File: src/timer16_cc_defs.vh
`ifndef TIMER16_CC_DEFS_VH
`define TIMER16_CC_DEFS_VH

// Register indices on the plain register port.
`define REG_CTRL1 4'h0
`define REG_CTRL2 4'h1
`define REG_STATUS 4'h2
`define REG_CAP1_HI 4'h3
`define REG_CAP1_LO 4'h4
`define REG_CAP2_HI 4'h5
`define REG_CAP2_LO 4'h6
`define REG_CMP1_HI 4'h7
`define REG_CMP1_LO 4'h8
`define REG_CMP2_HI 4'h9
`define REG_CMP2_LO 4'hA
`define REG_CNT_HI 4'hB
`define REG_CNT_LO 4'hC

// Control register one fields.
`define C1_CAP_IE 7
`define C1_CMP_IE 6
`define C1_OVF_IE 5
`define C1_FORCE2 4
`define C1_FORCE1 3
`define C1_LEVEL2 2
`define C1_EDGE1 1
`define C1_LEVEL1 0
`define CTRL1_RST 8'h00

// Control register two fields.
`define C2_OE1 7
`define C2_OE2 6
`define C2_ONE_PULSE 5
`define C2_PWM 4
`define C2_CLKSEL_HI 3
`define C2_CLKSEL_LO 2
`define C2_EDGE2 1
`define CTRL2_RST 8'h00

// Status register fields.
`define STAT_CAPF1 7
`define STAT_CMPF1 6
`define STAT_OVF 5
`define STAT_CAPF2 4
`define STAT_CMPF2 3

`endif

File: src/timer16_capture_compare.v
`timescale 1ns/1ps
`default_nettype none
`include "timer16_cc_defs.vh"

module timer16_capture_compare (
    input wire clk,
    input wire sys_rst,
    input wire clk_en,
    input wire [3:0] reg_addr,
    input wire [7:0] reg_wdata,
    input wire reg_wr,
    input wire reg_rd,
    output reg [7:0] reg_rdata,
    input wire cpu_irq_mask,
    input wire capture_pin_ch1,
    input wire capture_pin_ch2,
    output reg compare_pin_ch1,
    output reg compare_pin_ch2,
    output wire compare_output_enable_ch1,
    output wire compare_output_enable_ch2,
    output wire timer_irq
);

    ////////////////////////////////////////////////////////////////////////
    // Register state.
    reg [7:0] ctrl1_ff;
    reg [7:0] ctrl2_ff;
    reg [15:0] count_ff;
    reg [2:0] presc_ff;
    reg [15:0] cap1_ff;
    reg [15:0] cap2_ff;
    reg [15:0] cmp1_ff;
    reg [15:0] cmp2_ff;
    reg cmp1_hold_ff;
    reg cmp2_hold_ff;
    reg cap1_block_ff;
    reg cap2_block_ff;
    reg capf1_ff;
    reg capf2_ff;
    reg cmpf1_ff;
    reg cmpf2_ff;
    reg ovf_ff;
    reg arm_capf1_ff;
    reg arm_capf2_ff;
    reg arm_cmpf1_ff;
    reg arm_cmpf2_ff;
    reg arm_ovf_ff;
    reg [2:0] sync1_ff;
    reg [2:0] sync2_ff;

    ////////////////////////////////////////////////////////////////////////
    // Decoded strobes and modes.
    wire pulse_mode = ctrl2_ff[`C2_ONE_PULSE] | ctrl2_ff[`C2_PWM];
    wire wr_ctrl1 = reg_wr & (reg_addr == `REG_CTRL1);
    wire wr_ctrl2 = reg_wr & (reg_addr == `REG_CTRL2);
    wire rd_status = reg_rd & (reg_addr == `REG_STATUS);
    wire rd_cap1_hi = reg_rd & (reg_addr == `REG_CAP1_HI);
    wire rd_cap2_hi = reg_rd & (reg_addr == `REG_CAP2_HI);
    wire acc_cap1_lo = (reg_rd | reg_wr) & (reg_addr == `REG_CAP1_LO);
    wire acc_cap2_lo = (reg_rd | reg_wr) & (reg_addr == `REG_CAP2_LO);
    wire rd_cap1_lo = reg_rd & (reg_addr == `REG_CAP1_LO);
    wire rd_cap2_lo = reg_rd & (reg_addr == `REG_CAP2_LO);
    wire rd_cnt_lo = reg_rd & (reg_addr == `REG_CNT_LO);
    wire wr_cmp1_hi = reg_wr & (reg_addr == `REG_CMP1_HI);
    wire wr_cmp1_lo = reg_wr & (reg_addr == `REG_CMP1_LO);
    wire wr_cmp2_hi = reg_wr & (reg_addr == `REG_CMP2_HI);
    wire wr_cmp2_lo = reg_wr & (reg_addr == `REG_CMP2_LO);

    assign compare_output_enable_ch1 = ctrl2_ff[`C2_OE1];
    assign compare_output_enable_ch2 = ctrl2_ff[`C2_OE2];

    ////////////////////////////////////////////////////////////////////////
    // Prescaler tick: divide by 1, 2, 4 or 8 as chosen by the clock select.
    wire [1:0] clk_sel = ctrl2_ff[`C2_CLKSEL_HI:`C2_CLKSEL_LO];
    reg tick;
    always @*
    begin
        case (clk_sel)
            2'h0: tick = 1'b1;
            2'h1: tick = (presc_ff[0] == 1'b1);
            2'h2: tick = (presc_ff[1:0] == 2'h3);
            default: tick = (presc_ff == 3'h7);
        endcase
    end

    wire wrap = tick & (count_ff == 16'hFFFF);

    ////////////////////////////////////////////////////////////////////////
    // Edge detection on synchronised capture pins; bit 0 is the first stage.
    wire s1 = sync1_ff[1];
    wire s1_old = sync1_ff[2];
    wire s2 = sync2_ff[1];
    wire s2_old = sync2_ff[2];
    wire edge1 = ctrl1_ff[`C1_EDGE1] ? (s1 & ~s1_old) : (~s1 & s1_old);
    wire edge2 = ctrl2_ff[`C2_EDGE2] ? (s2 & ~s2_old) : (~s2 & s2_old);
    wire cap1_ev = edge1 & ~cap1_block_ff & ~pulse_mode;
    wire cap2_ev = edge2 & ~cap2_block_ff;

    ////////////////////////////////////////////////////////////////////////
    // Compare matches are live while the counter equals the value and no high write is holding it.
    wire match1 = (count_ff == cmp1_ff) & ~cmp1_hold_ff;
    wire match2 = (count_ff == cmp2_ff) & ~cmp2_hold_ff;

    ////////////////////////////////////////////////////////////////////////
    // Interrupt request: each flag gated by its enable and the CPU mask.
    assign timer_irq = ~cpu_irq_mask & (
        (ctrl1_ff[`C1_CAP_IE] & (capf1_ff | capf2_ff)) |
        (ctrl1_ff[`C1_CMP_IE] & (cmpf1_ff | cmpf2_ff)) |
        (ctrl1_ff[`C1_OVF_IE] & ovf_ff));

    ////////////////////////////////////////////////////////////////////////
    // Control registers, counter and prescaler.
    always @(posedge clk)
    begin
        if (sys_rst)
        begin
            ctrl1_ff <= `CTRL1_RST;
            ctrl2_ff <= `CTRL2_RST;
            count_ff <= 16'h0000;
            presc_ff <= 3'h0;
        end
        else if (clk_en)
        begin
            if (wr_ctrl1)
            begin
                ctrl1_ff <= reg_wdata;
            end
            if (wr_ctrl2)
            begin
                ctrl2_ff <= reg_wdata;
            end
            presc_ff <= presc_ff + 3'h1;
            if (tick)
            begin
                count_ff <= count_ff + 16'h0001;
            end
        end
    end

    ////////////////////////////////////////////////////////////////////////
    // Pin synchronisers: stage 0 is read only by stage 1.
    always @(posedge clk)
    begin
        if (sys_rst)
        begin
            sync1_ff <= 3'h0;
            sync2_ff <= 3'h0;
        end
        else if (clk_en)
        begin
            sync1_ff <= {sync1_ff[1:0], capture_pin_ch1};
            sync2_ff <= {sync2_ff[1:0], capture_pin_ch2};
        end
    end

    ////////////////////////////////////////////////////////////////////////
    // Capture registers and their high-byte read blocks.
    always @(posedge clk)
    begin
        if (sys_rst)
        begin
            cap1_ff <= 16'h0000;
            cap2_ff <= 16'h0000;
            cap1_block_ff <= 1'b0;
            cap2_block_ff <= 1'b0;
        end
        else if (clk_en)
        begin
            if (cap1_ev)
            begin
                cap1_ff <= count_ff;
            end
            if (cap2_ev)
            begin
                cap2_ff <= count_ff;
            end
            if (rd_cap1_hi)
            begin
                cap1_block_ff <= 1'b1;
            end
            else if (rd_cap1_lo)
            begin
                cap1_block_ff <= 1'b0;
            end
            if (rd_cap2_hi)
            begin
                cap2_block_ff <= 1'b1;
            end
            else if (rd_cap2_lo)
            begin
                cap2_block_ff <= 1'b0;
            end
        end
    end

    ////////////////////////////////////////////////////////////////////////
    // Compare registers: a high write holds the compare until the low write.
    always @(posedge clk)
    begin
        if (sys_rst)
        begin
            cmp1_ff <= 16'hFFFF;
            cmp2_ff <= 16'hFFFF;
            cmp1_hold_ff <= 1'b0;
            cmp2_hold_ff <= 1'b0;
        end
        else if (clk_en)
        begin
            if (wr_cmp1_hi)
            begin
                cmp1_ff[15:8] <= reg_wdata;
                cmp1_hold_ff <= 1'b1;
            end
            if (wr_cmp1_lo)
            begin
                cmp1_ff[7:0] <= reg_wdata;
                cmp1_hold_ff <= 1'b0;
            end
            if (wr_cmp2_hi)
            begin
                cmp2_ff[15:8] <= reg_wdata;
                cmp2_hold_ff <= 1'b1;
            end
            if (wr_cmp2_lo)
            begin
                cmp2_ff[7:0] <= reg_wdata;
                cmp2_hold_ff <= 1'b0;
            end
        end
    end

    ////////////////////////////////////////////////////////////////////////
    // Status flags. A status read arms the clear; the follow-up access
    // clears. A new set in the same cycle wins over the clear.
    always @(posedge clk)
    begin
        if (sys_rst)
        begin
            capf1_ff <= 1'b0;
            capf2_ff <= 1'b0;
            cmpf1_ff <= 1'b0;
            cmpf2_ff <= 1'b0;
            ovf_ff <= 1'b0;
            arm_capf1_ff <= 1'b0;
            arm_capf2_ff <= 1'b0;
            arm_cmpf1_ff <= 1'b0;
            arm_cmpf2_ff <= 1'b0;
            arm_ovf_ff <= 1'b0;
        end
        else if (clk_en)
        begin
            if (rd_status)
            begin
                arm_capf1_ff <= capf1_ff;
                arm_capf2_ff <= capf2_ff;
                arm_cmpf1_ff <= cmpf1_ff;
                arm_cmpf2_ff <= cmpf2_ff;
                arm_ovf_ff <= ovf_ff;
            end
            if (cap1_ev)
            begin
                capf1_ff <= 1'b1;
            end
            else if (acc_cap1_lo & arm_capf1_ff)
            begin
                capf1_ff <= 1'b0;
                arm_capf1_ff <= 1'b0;
            end
            if (cap2_ev)
            begin
                capf2_ff <= 1'b1;
            end
            else if (acc_cap2_lo & arm_capf2_ff)
            begin
                capf2_ff <= 1'b0;
                arm_capf2_ff <= 1'b0;
            end
            if (match1)
            begin
                cmpf1_ff <= 1'b1;
            end
            else if (wr_cmp1_lo & arm_cmpf1_ff)
            begin
                cmpf1_ff <= 1'b0;
                arm_cmpf1_ff <= 1'b0;
            end
            if (match2)
            begin
                cmpf2_ff <= 1'b1;
            end
            else if (wr_cmp2_lo & arm_cmpf2_ff)
            begin
                cmpf2_ff <= 1'b0;
                arm_cmpf2_ff <= 1'b0;
            end
            if (wrap)
            begin
                ovf_ff <= 1'b1;
            end
            else if (rd_cnt_lo & arm_ovf_ff)
            begin
                ovf_ff <= 1'b0;
                arm_ovf_ff <= 1'b0;
            end
        end
    end

    ////////////////////////////////////////////////////////////////////////
    // Compare pins: in plain mode match or force copies the level when output enabled; pulse mode drives only pin one, on match, with level two.
    always @(posedge clk)
    begin
        if (sys_rst)
        begin
            compare_pin_ch1 <= 1'b0;
            compare_pin_ch2 <= 1'b0;
        end
        else if (clk_en)
        begin
            if (pulse_mode)
            begin
                if (match1 & ctrl2_ff[`C2_OE1])
                begin
                    compare_pin_ch1 <= ctrl1_ff[`C1_LEVEL2];
                end
            end
            else
            begin
                if (ctrl2_ff[`C2_OE1] & (match1 | ctrl1_ff[`C1_FORCE1]))
                begin
                    compare_pin_ch1 <= ctrl1_ff[`C1_LEVEL1];
                end
                if (ctrl2_ff[`C2_OE2] & (match2 | ctrl1_ff[`C1_FORCE2]))
                begin
                    compare_pin_ch2 <= ctrl1_ff[`C1_LEVEL2];
                end
            end
        end
    end

    ////////////////////////////////////////////////////////////////////////
    // Read data, one cycle after the read strobe; unmapped reads give zero.
    always @(posedge clk)
    begin
        if (sys_rst)
        begin
            reg_rdata <= 8'h00;
        end
        else if (clk_en)
        begin
            reg_rdata <= 8'h00;
            if (reg_rd)
            begin
                case (reg_addr)
                    `REG_CTRL1: reg_rdata <= ctrl1_ff;
                    `REG_CTRL2: reg_rdata <= ctrl2_ff;
                    `REG_STATUS: reg_rdata <= {capf1_ff, cmpf1_ff, ovf_ff, capf2_ff,
                        cmpf2_ff, 3'h0};
                    `REG_CAP1_HI: reg_rdata <= cap1_ff[15:8];
                    `REG_CAP1_LO: reg_rdata <= cap1_ff[7:0];
                    `REG_CAP2_HI: reg_rdata <= cap2_ff[15:8];
                    `REG_CAP2_LO: reg_rdata <= cap2_ff[7:0];
                    `REG_CMP1_HI: reg_rdata <= cmp1_ff[15:8];
                    `REG_CMP1_LO: reg_rdata <= cmp1_ff[7:0];
                    `REG_CMP2_HI: reg_rdata <= cmp2_ff[15:8];
                    `REG_CMP2_LO: reg_rdata <= cmp2_ff[7:0];
                    `REG_CNT_HI: reg_rdata <= count_ff[15:8];
                    `REG_CNT_LO: reg_rdata <= count_ff[7:0];
                    default: reg_rdata <= 8'h00;
                endcase
            end
        end
    end

endmodule // timer16_capture_compare
`default_nettype wire

File: config.mk
export PLATFORM = sky130hd
export DESIGN_NAME = timer16_capture_compare
export DESIGN_NICKNAME = d
export VERILOG_FILES = /design/src/timer16_capture_compare.v
export VERILOG_INCLUDE_DIRS = /design/src
export SDC_FILE = /design/constraint.sdc
export NUM_CORES = 1
export LEC_CHECK = 0
export BUFFER_PORTS_ARGS = -buffer_cell sky130_fd_sc_hd__buf_2
export CAP_MARGIN = 20
export CORE_MARGIN = 5
export CORE_UTILIZATION = 36
export DETAILED_ROUTE_END_ITERATION = 10
export PLACE_DENSITY = 0.56
export SYNTH_ARGS = -nofsm -noshare
export SYNTH_HDL_FRONTEND = slang
export SYNTH_SLANG_ARGS = --single-unit
File: constraint.sdc
create_clock -name clk -period 6.2 [get_ports clk]
set_clock_uncertainty 0.05 [all_clocks]
set_input_delay 0.62 -clock clk [delete_from_list [all_inputs] [get_ports clk]]
set_output_delay 0.62 -clock clk [all_outputs]
set_load 0.005 [all_outputs]
==> Yosys cells after proc, flatten, opt, wreduce, memory -nomap -nowiden <==
Cells that the tools add are included.
{ "totals": {"regBits": 129, "in_bits": 20, "out_inout_bits": 13, "word_cells": 178} }
{ "classes": {"n_addsub": 2, "n_eq_ne": 20, "muxes": 41, "bitwise_logic": 54, "reduce_logical": 32} }
{ "ops": {"columns": ["op", "count"], "rows": [
  ["8-bit one-hot mux with 13 select lines", 1],
  ["1-bit 2-to-1 mux", 38],
  ["1-bit bitwise AND", 36],
  ["2-bit AND reduction", 18],
  ["16-bit equality test", 2],
  ["4-bit equality test, second input constant", 5],
  ["2-bit nonzero test", 10],
  ["16-bit by 1-bit adder with 16-bit output, second input constant", 1],
  ["16-bit equality test, second input constant", 1],
  ["4-bit by 3-bit equality test with 1-bit output, second input constant", 4],
  ["1-bit NOT", 10],
  ["4-bit by 2-bit equality test with 1-bit output, second input constant", 2],
  ["8-bit 2-to-1 mux", 1],
  ["1-bit OR", 8],
  ["3-bit AND reduction", 2],
  ["2-bit equality test, second input constant", 2],
  ["4-bit by 1-bit equality test with 1-bit output, second input constant", 1],
  ["4-bit logical NOT", 1],
  ["3-bit by 1-bit adder with 3-bit output, second input constant", 1],
  ["3-bit equality test, second input constant", 1],
  ["1-bit one-hot mux with 3 select lines", 1],
  ["2-bit by 1-bit equality test with 1-bit output, second input constant", 1],
  ["2-bit logical NOT", 1],
  ["2-bit by 1-bit != test with 1-bit output, second input constant", 1]
]} }

==> Longest topological paths before layout <==
{ "logic_depth": {"depth_word": 7, "mapped_depth": 8, "mapped_depth_nobuf": 7} }

==> Worst setup path before layout <==
No wires, ideal clock.
{ "synth_path": {"path_kind": "input to register", "startpoint": "input reg_addr[1]", "endpoint": "register ctrl1_ff[0]", "setup_ps": 128, "arrival_ps": 1936, "required_ps": 6022, "slack_ps": 4087, "stages": 6, "cell_sequence": "buf_2 clkbuf_1 nor2_1 nand4_1 mux2i_1 nor2_1"} }
{ "synth_between": {"elab_chain_len": 3} }
{ "synth_lines": {"columns": ["element", "line", "source"], "rows": [
  ["from (decl)", "timer16_capture_compare.v:9", "input wire [3:0] reg_addr,"],
  ["4-bit logical NOT", null, null],
  ["1-bit bitwise AND", "timer16_capture_compare.v:54", "wire wr_ctrl1 = reg_wr & (reg_addr == `REG_CTRL1);"],
  ["2-bit AND reduction (no source line)", null, null],
  ["to (signal assigned)", "timer16_capture_compare.v:117", "ctrl1_ff <= `CTRL1_RST;"],
  ["to (signal assigned)", "timer16_capture_compare.v:126", "ctrl1_ff <= reg_wdata;"],
  ["to (decl)", "timer16_capture_compare.v:26", "reg [7:0] ctrl1_ff;"]
]} }
No other way between the ends.
A chain may end at the register's enable or synchronous reset.

==> Worst setup path in the final report <==
{ "layout_path": {"startpoint": "input reg_addr[3]", "endpoint": "register cmp2_ff[3]"} }
{ "layout_between": {"elab_chain_len": 3} }
{ "layout_lines": {"columns": ["element", "line", "source"], "rows": [
  ["4-bit equality test", null, null],
  ["1-bit bitwise AND", "timer16_capture_compare.v:67", "wire wr_cmp2_lo = reg_wr & (reg_addr == `REG_CMP2_LO);"],
  ["2-bit AND reduction (no source line)", null, null],
  ["to (signal assigned)", "timer16_capture_compare.v:226", "cmp2_ff[7:0] <= reg_wdata;"],
  ["to (decl)", "timer16_capture_compare.v:33", "reg [15:0] cmp2_ff;"]
]} }
No other way between the ends.

==> impl_metrics.env <==
export IMPL_status="finished, final reports clean"
export IMPL_cts_buffers=17
export IMPL_power_density_mw_per_mm2=280
export IMPL_syn_inst=734
export IMPL_async_flop_share_pct=0
export IMPL_clock_path_buffers=2
export IMPL_dpl_hpwl_um=15700
export IMPL_worst_setup_path_type="in2reg"
export IMPL_fp_coreArea_mm2=0.0178
export IMPL_grt_pass1_vias=5565
export IMPL_gp_congestion=0.963
export IMPL_min_path_type="in2reg"
export IMPL_drv_slew=0
export IMPL_fillers=1814
export IMPL_grt_max_degree=64
export IMPL_synth_area_mm2=0.00645
export IMPL_drt_iter0_markers=428
export IMPL_drive_gt1_share_pct=12.1
export IMPL_grt_pass1_wl_um=33000
export IMPL_end_kind="flip-flop"
export IMPL_clock_fmax_mhz=354
export IMPL_finalSetupViolations=0
export IMPL_nets=756
export IMPL_required_ns=6.46
export IMPL_post_route_period_util_pct=45.5
export IMPL_routedWlPerCell_um=22.1
export IMPL_synth_seq_cells=129
export IMPL_p_leak_nw=3.00
export IMPL_grt_use_total_pct=21.5
export IMPL_cts_root_buffer="clkbuf_16"
export IMPL_period_needed_ns=2.82
export IMPL_start_kind="primary input"
export IMPL_relSlewSlack_pct=24.1
export IMPL_portBuffers=32
export IMPL_fin_ws_ns=3.38
export IMPL_wl_um=21600
export IMPL_ys_seq_area_share_pct=40.0
export IMPL_clock_latency_ns=0.43
export IMPL_gr_total_overflow=0
export IMPL_h_tree_depth=4
export IMPL_syn2layout_area_growth_pct=13.7
export IMPL_num_vias=5560
export IMPL_drt_vias_per_instance=5.70
export IMPL_ys_types=66
export IMPL_max_vdd_ir_drop_uv=224
export IMPL_hold_viol_final=0
export IMPL_die_area_mm2=0.0207
export IMPL_worst_slew_pin_slew_ns=1.13
export IMPL_cts_clk_slew_worst_paths_ns=0.06
export IMPL_core_rowCount=49
export IMPL_rsz0062_at_grt="false"
export IMPL_fin_util_pct=41.2
export IMPL_fp_dieH_um=144
export IMPL_synth_edf_count=0
export IMPL_die_w_um=144
export IMPL_cts_resized=0
export IMPL_antenna_left=0
export IMPL_drv_cap=0
export IMPL_avgSynthCellArea_um2=8.79
export IMPL_initial_core_util_pct=36.3
export IMPL_synth_main_ff_cell="dfxtp_1"
export IMPL_holdBufCountCts=0
export IMPL_dr_pass1_iters=7
export IMPL_clock_sinks=129
export IMPL_setup_tns_ns=0
export IMPL_cp_max_fo=38
export IMPL_syn_num_nets=757
export IMPL_cts_tree="yes"
export IMPL_drcViolationCount=0
export IMPL_post_place_ws_ns=3.01
export IMPL_ios=33
export IMPL_post_cts_buffers=0
export IMPL_yosysWarningCount=0
export IMPL_antenna_found_initial=0
export IMPL_worstPathArrival_ns=3.08
state kept, by name (all words and copies together) (netlist names), 3 cells and up:
name	count
presc_ff	3
cmp1_ff	16
ctrl2_ff	8
cmp2_ff	16
cap1_ff	16
count_ff	16
reg_rdata	8
sync2_ff	3
cap2_ff	16
ctrl1_ff	8
sync1_ff	3
power breakdown:
group	switching (mW)	internal, mW	leakage (nW)	total, mW
logic	0.0836	0.0414	1.66	0.125
registers	0.0131	0.838	1.04	0.851
clock network	0.398	0.677	0.305	1.08
critical path, stage by stage:
cell,delay [ns]
buf_2,0.57
nor2b_1,0.72
nand4_1,0.70
mux2i_1,0.36
nand2_1,0.08
per-stage QoR:
stage | hold WS (ns) | std cells | instance area [µm²] | power [mW]
after floorplan | 0.386 | 734 | 6450 | 0.950
after global placement | 0.398 | 941 | 6690 | 0.990
after detailed placement | 0.407 | 941 | 6690 | 0.993
after CTS | 0.367 | 973 | 7320 | 2.07
after global routing | 0.382 | 975 | 7330 | 2.12
final | 0.386 | 976 | 7330 | 2.05
layout make-up:
| type | count | area, µm² | share of cell area [%] |
|---|---|---|---|
| Clock inverter | 15 | 206 | 2.82 |
| Sequential cell | 129 | 2580 | 35.2 |
| Timing Repair Buffer | 38 | 203 | 2.76 |
| Antenna cell | 1 | 2.50 | 0.0341 |
| Tap cell | 229 | 287 | 3.91 |
| Inverter | 12 | 45.0 | 0.614 |
| Multi-Input combinational cell | 535 | 3580 | 48.8 |
| Clock buffer | 17 | 425 | 5.80 |
synth_stat cells, types with 2 or more instances:
cell type / n / area share [%]
a211oi_1: 2 / 0.23
a22o_1: 5 / 0.68
o32ai_1: 7 / 0.95
o22ai_1: 2 / 0.19
a31o_2: 3 / 0.41
nor4_1: 4 / 0.39
a221o_1: 5 / 0.78
nor3b_1: 3 / 0.35
nor2_1: 82 / 4.8
a22oi_1: 12 / 1.4
xor2_1: 13 / 1.8
ha_1: 3 / 0.58
and3_1: 5 / 0.48
dfxtp_1: 129 / 40
clkbuf_1: 38 / 2.2
inv_1: 11 / 0.64
nor4b_1: 3 / 0.41
nor3_1: 17 / 1.3
o21ai_0: 8 / 0.62
mux2i_1: 82 / 13
nand4_1: 11 / 1.1
mux4_2: 2 / 0.70
a21oi_1: 27 / 2.1
nor2b_1: 12 / 1.2
a41oi_1: 3 / 0.41
a2111oi_4: 2 / 0.85
o2bb2ai_1: 3 / 0.41
o211a_1: 2 / 0.31
and2_1: 4 / 0.39
mux2_2: 4 / 0.70
a31oi_1: 5 / 0.48
a32oi_1: 5 / 0.68
nand3_1: 45 / 3.5
nand2_1: 80 / 4.7
buf_2: 14 / 1.1
nand2b_1: 4 / 0.39
buf_1: 4 / 0.23
o31ai_1: 6 / 0.70
nand3b_1: 6 / 0.70
xnor2_1: 35 / 4.8
cell usage in the layout (no fill, tap or decap), drive strengths merged, types with 13 or more instances in the layout:
cell type | Yosys | routed
clkbuf | 38 | 19
dfxtp | 129 | 129
nand3 | 45 | 45
a21oi | 27 | 27
buf | 20 | 36
inv | 11 | 15
nor2 | 82 | 82
xor2 | 13 | 13
nand2 | 82 | 82
xnor2 | 35 | 35
nor3 | 17 | 17
mux2i | 82 | 82
metal layers:
metal  GRT usage (%)  up-vias  wire [µm]
met3            4.76       42       1280
met1            29.4     2721       9830
met5               0        -          0
met4            8.57        0        545
li1                -     2596          -
met2            32.9      201       9920
worst paths after layout:
check	startpoint	endpoint	slack, ns	depth (start not counted)
max reg2reg	count_ff[13]	compare_pin_ch1	3.83	5
max	reg_addr[3]	cmp2_ff[3]	3.38	5
min	capture_pin_ch1	sync1_ff[0]	0.39	3
min reg2reg	reg_rdata[6]	reg_rdata[6]	0.42	2
cells by family after synthesis:
logic type               share of synthesized area (%)
AND/OR/NAND/NOR                                   21.4
adder cells (fa/ha/maj)                          0.582
multiplexers                                      14.1
AO/OA/AOI/OAI                                     12.8
flip-flops                                        40.0
XOR/XNOR                                          6.52
buffers and inverters                             4.52
(Power assumes the default switching activity.)
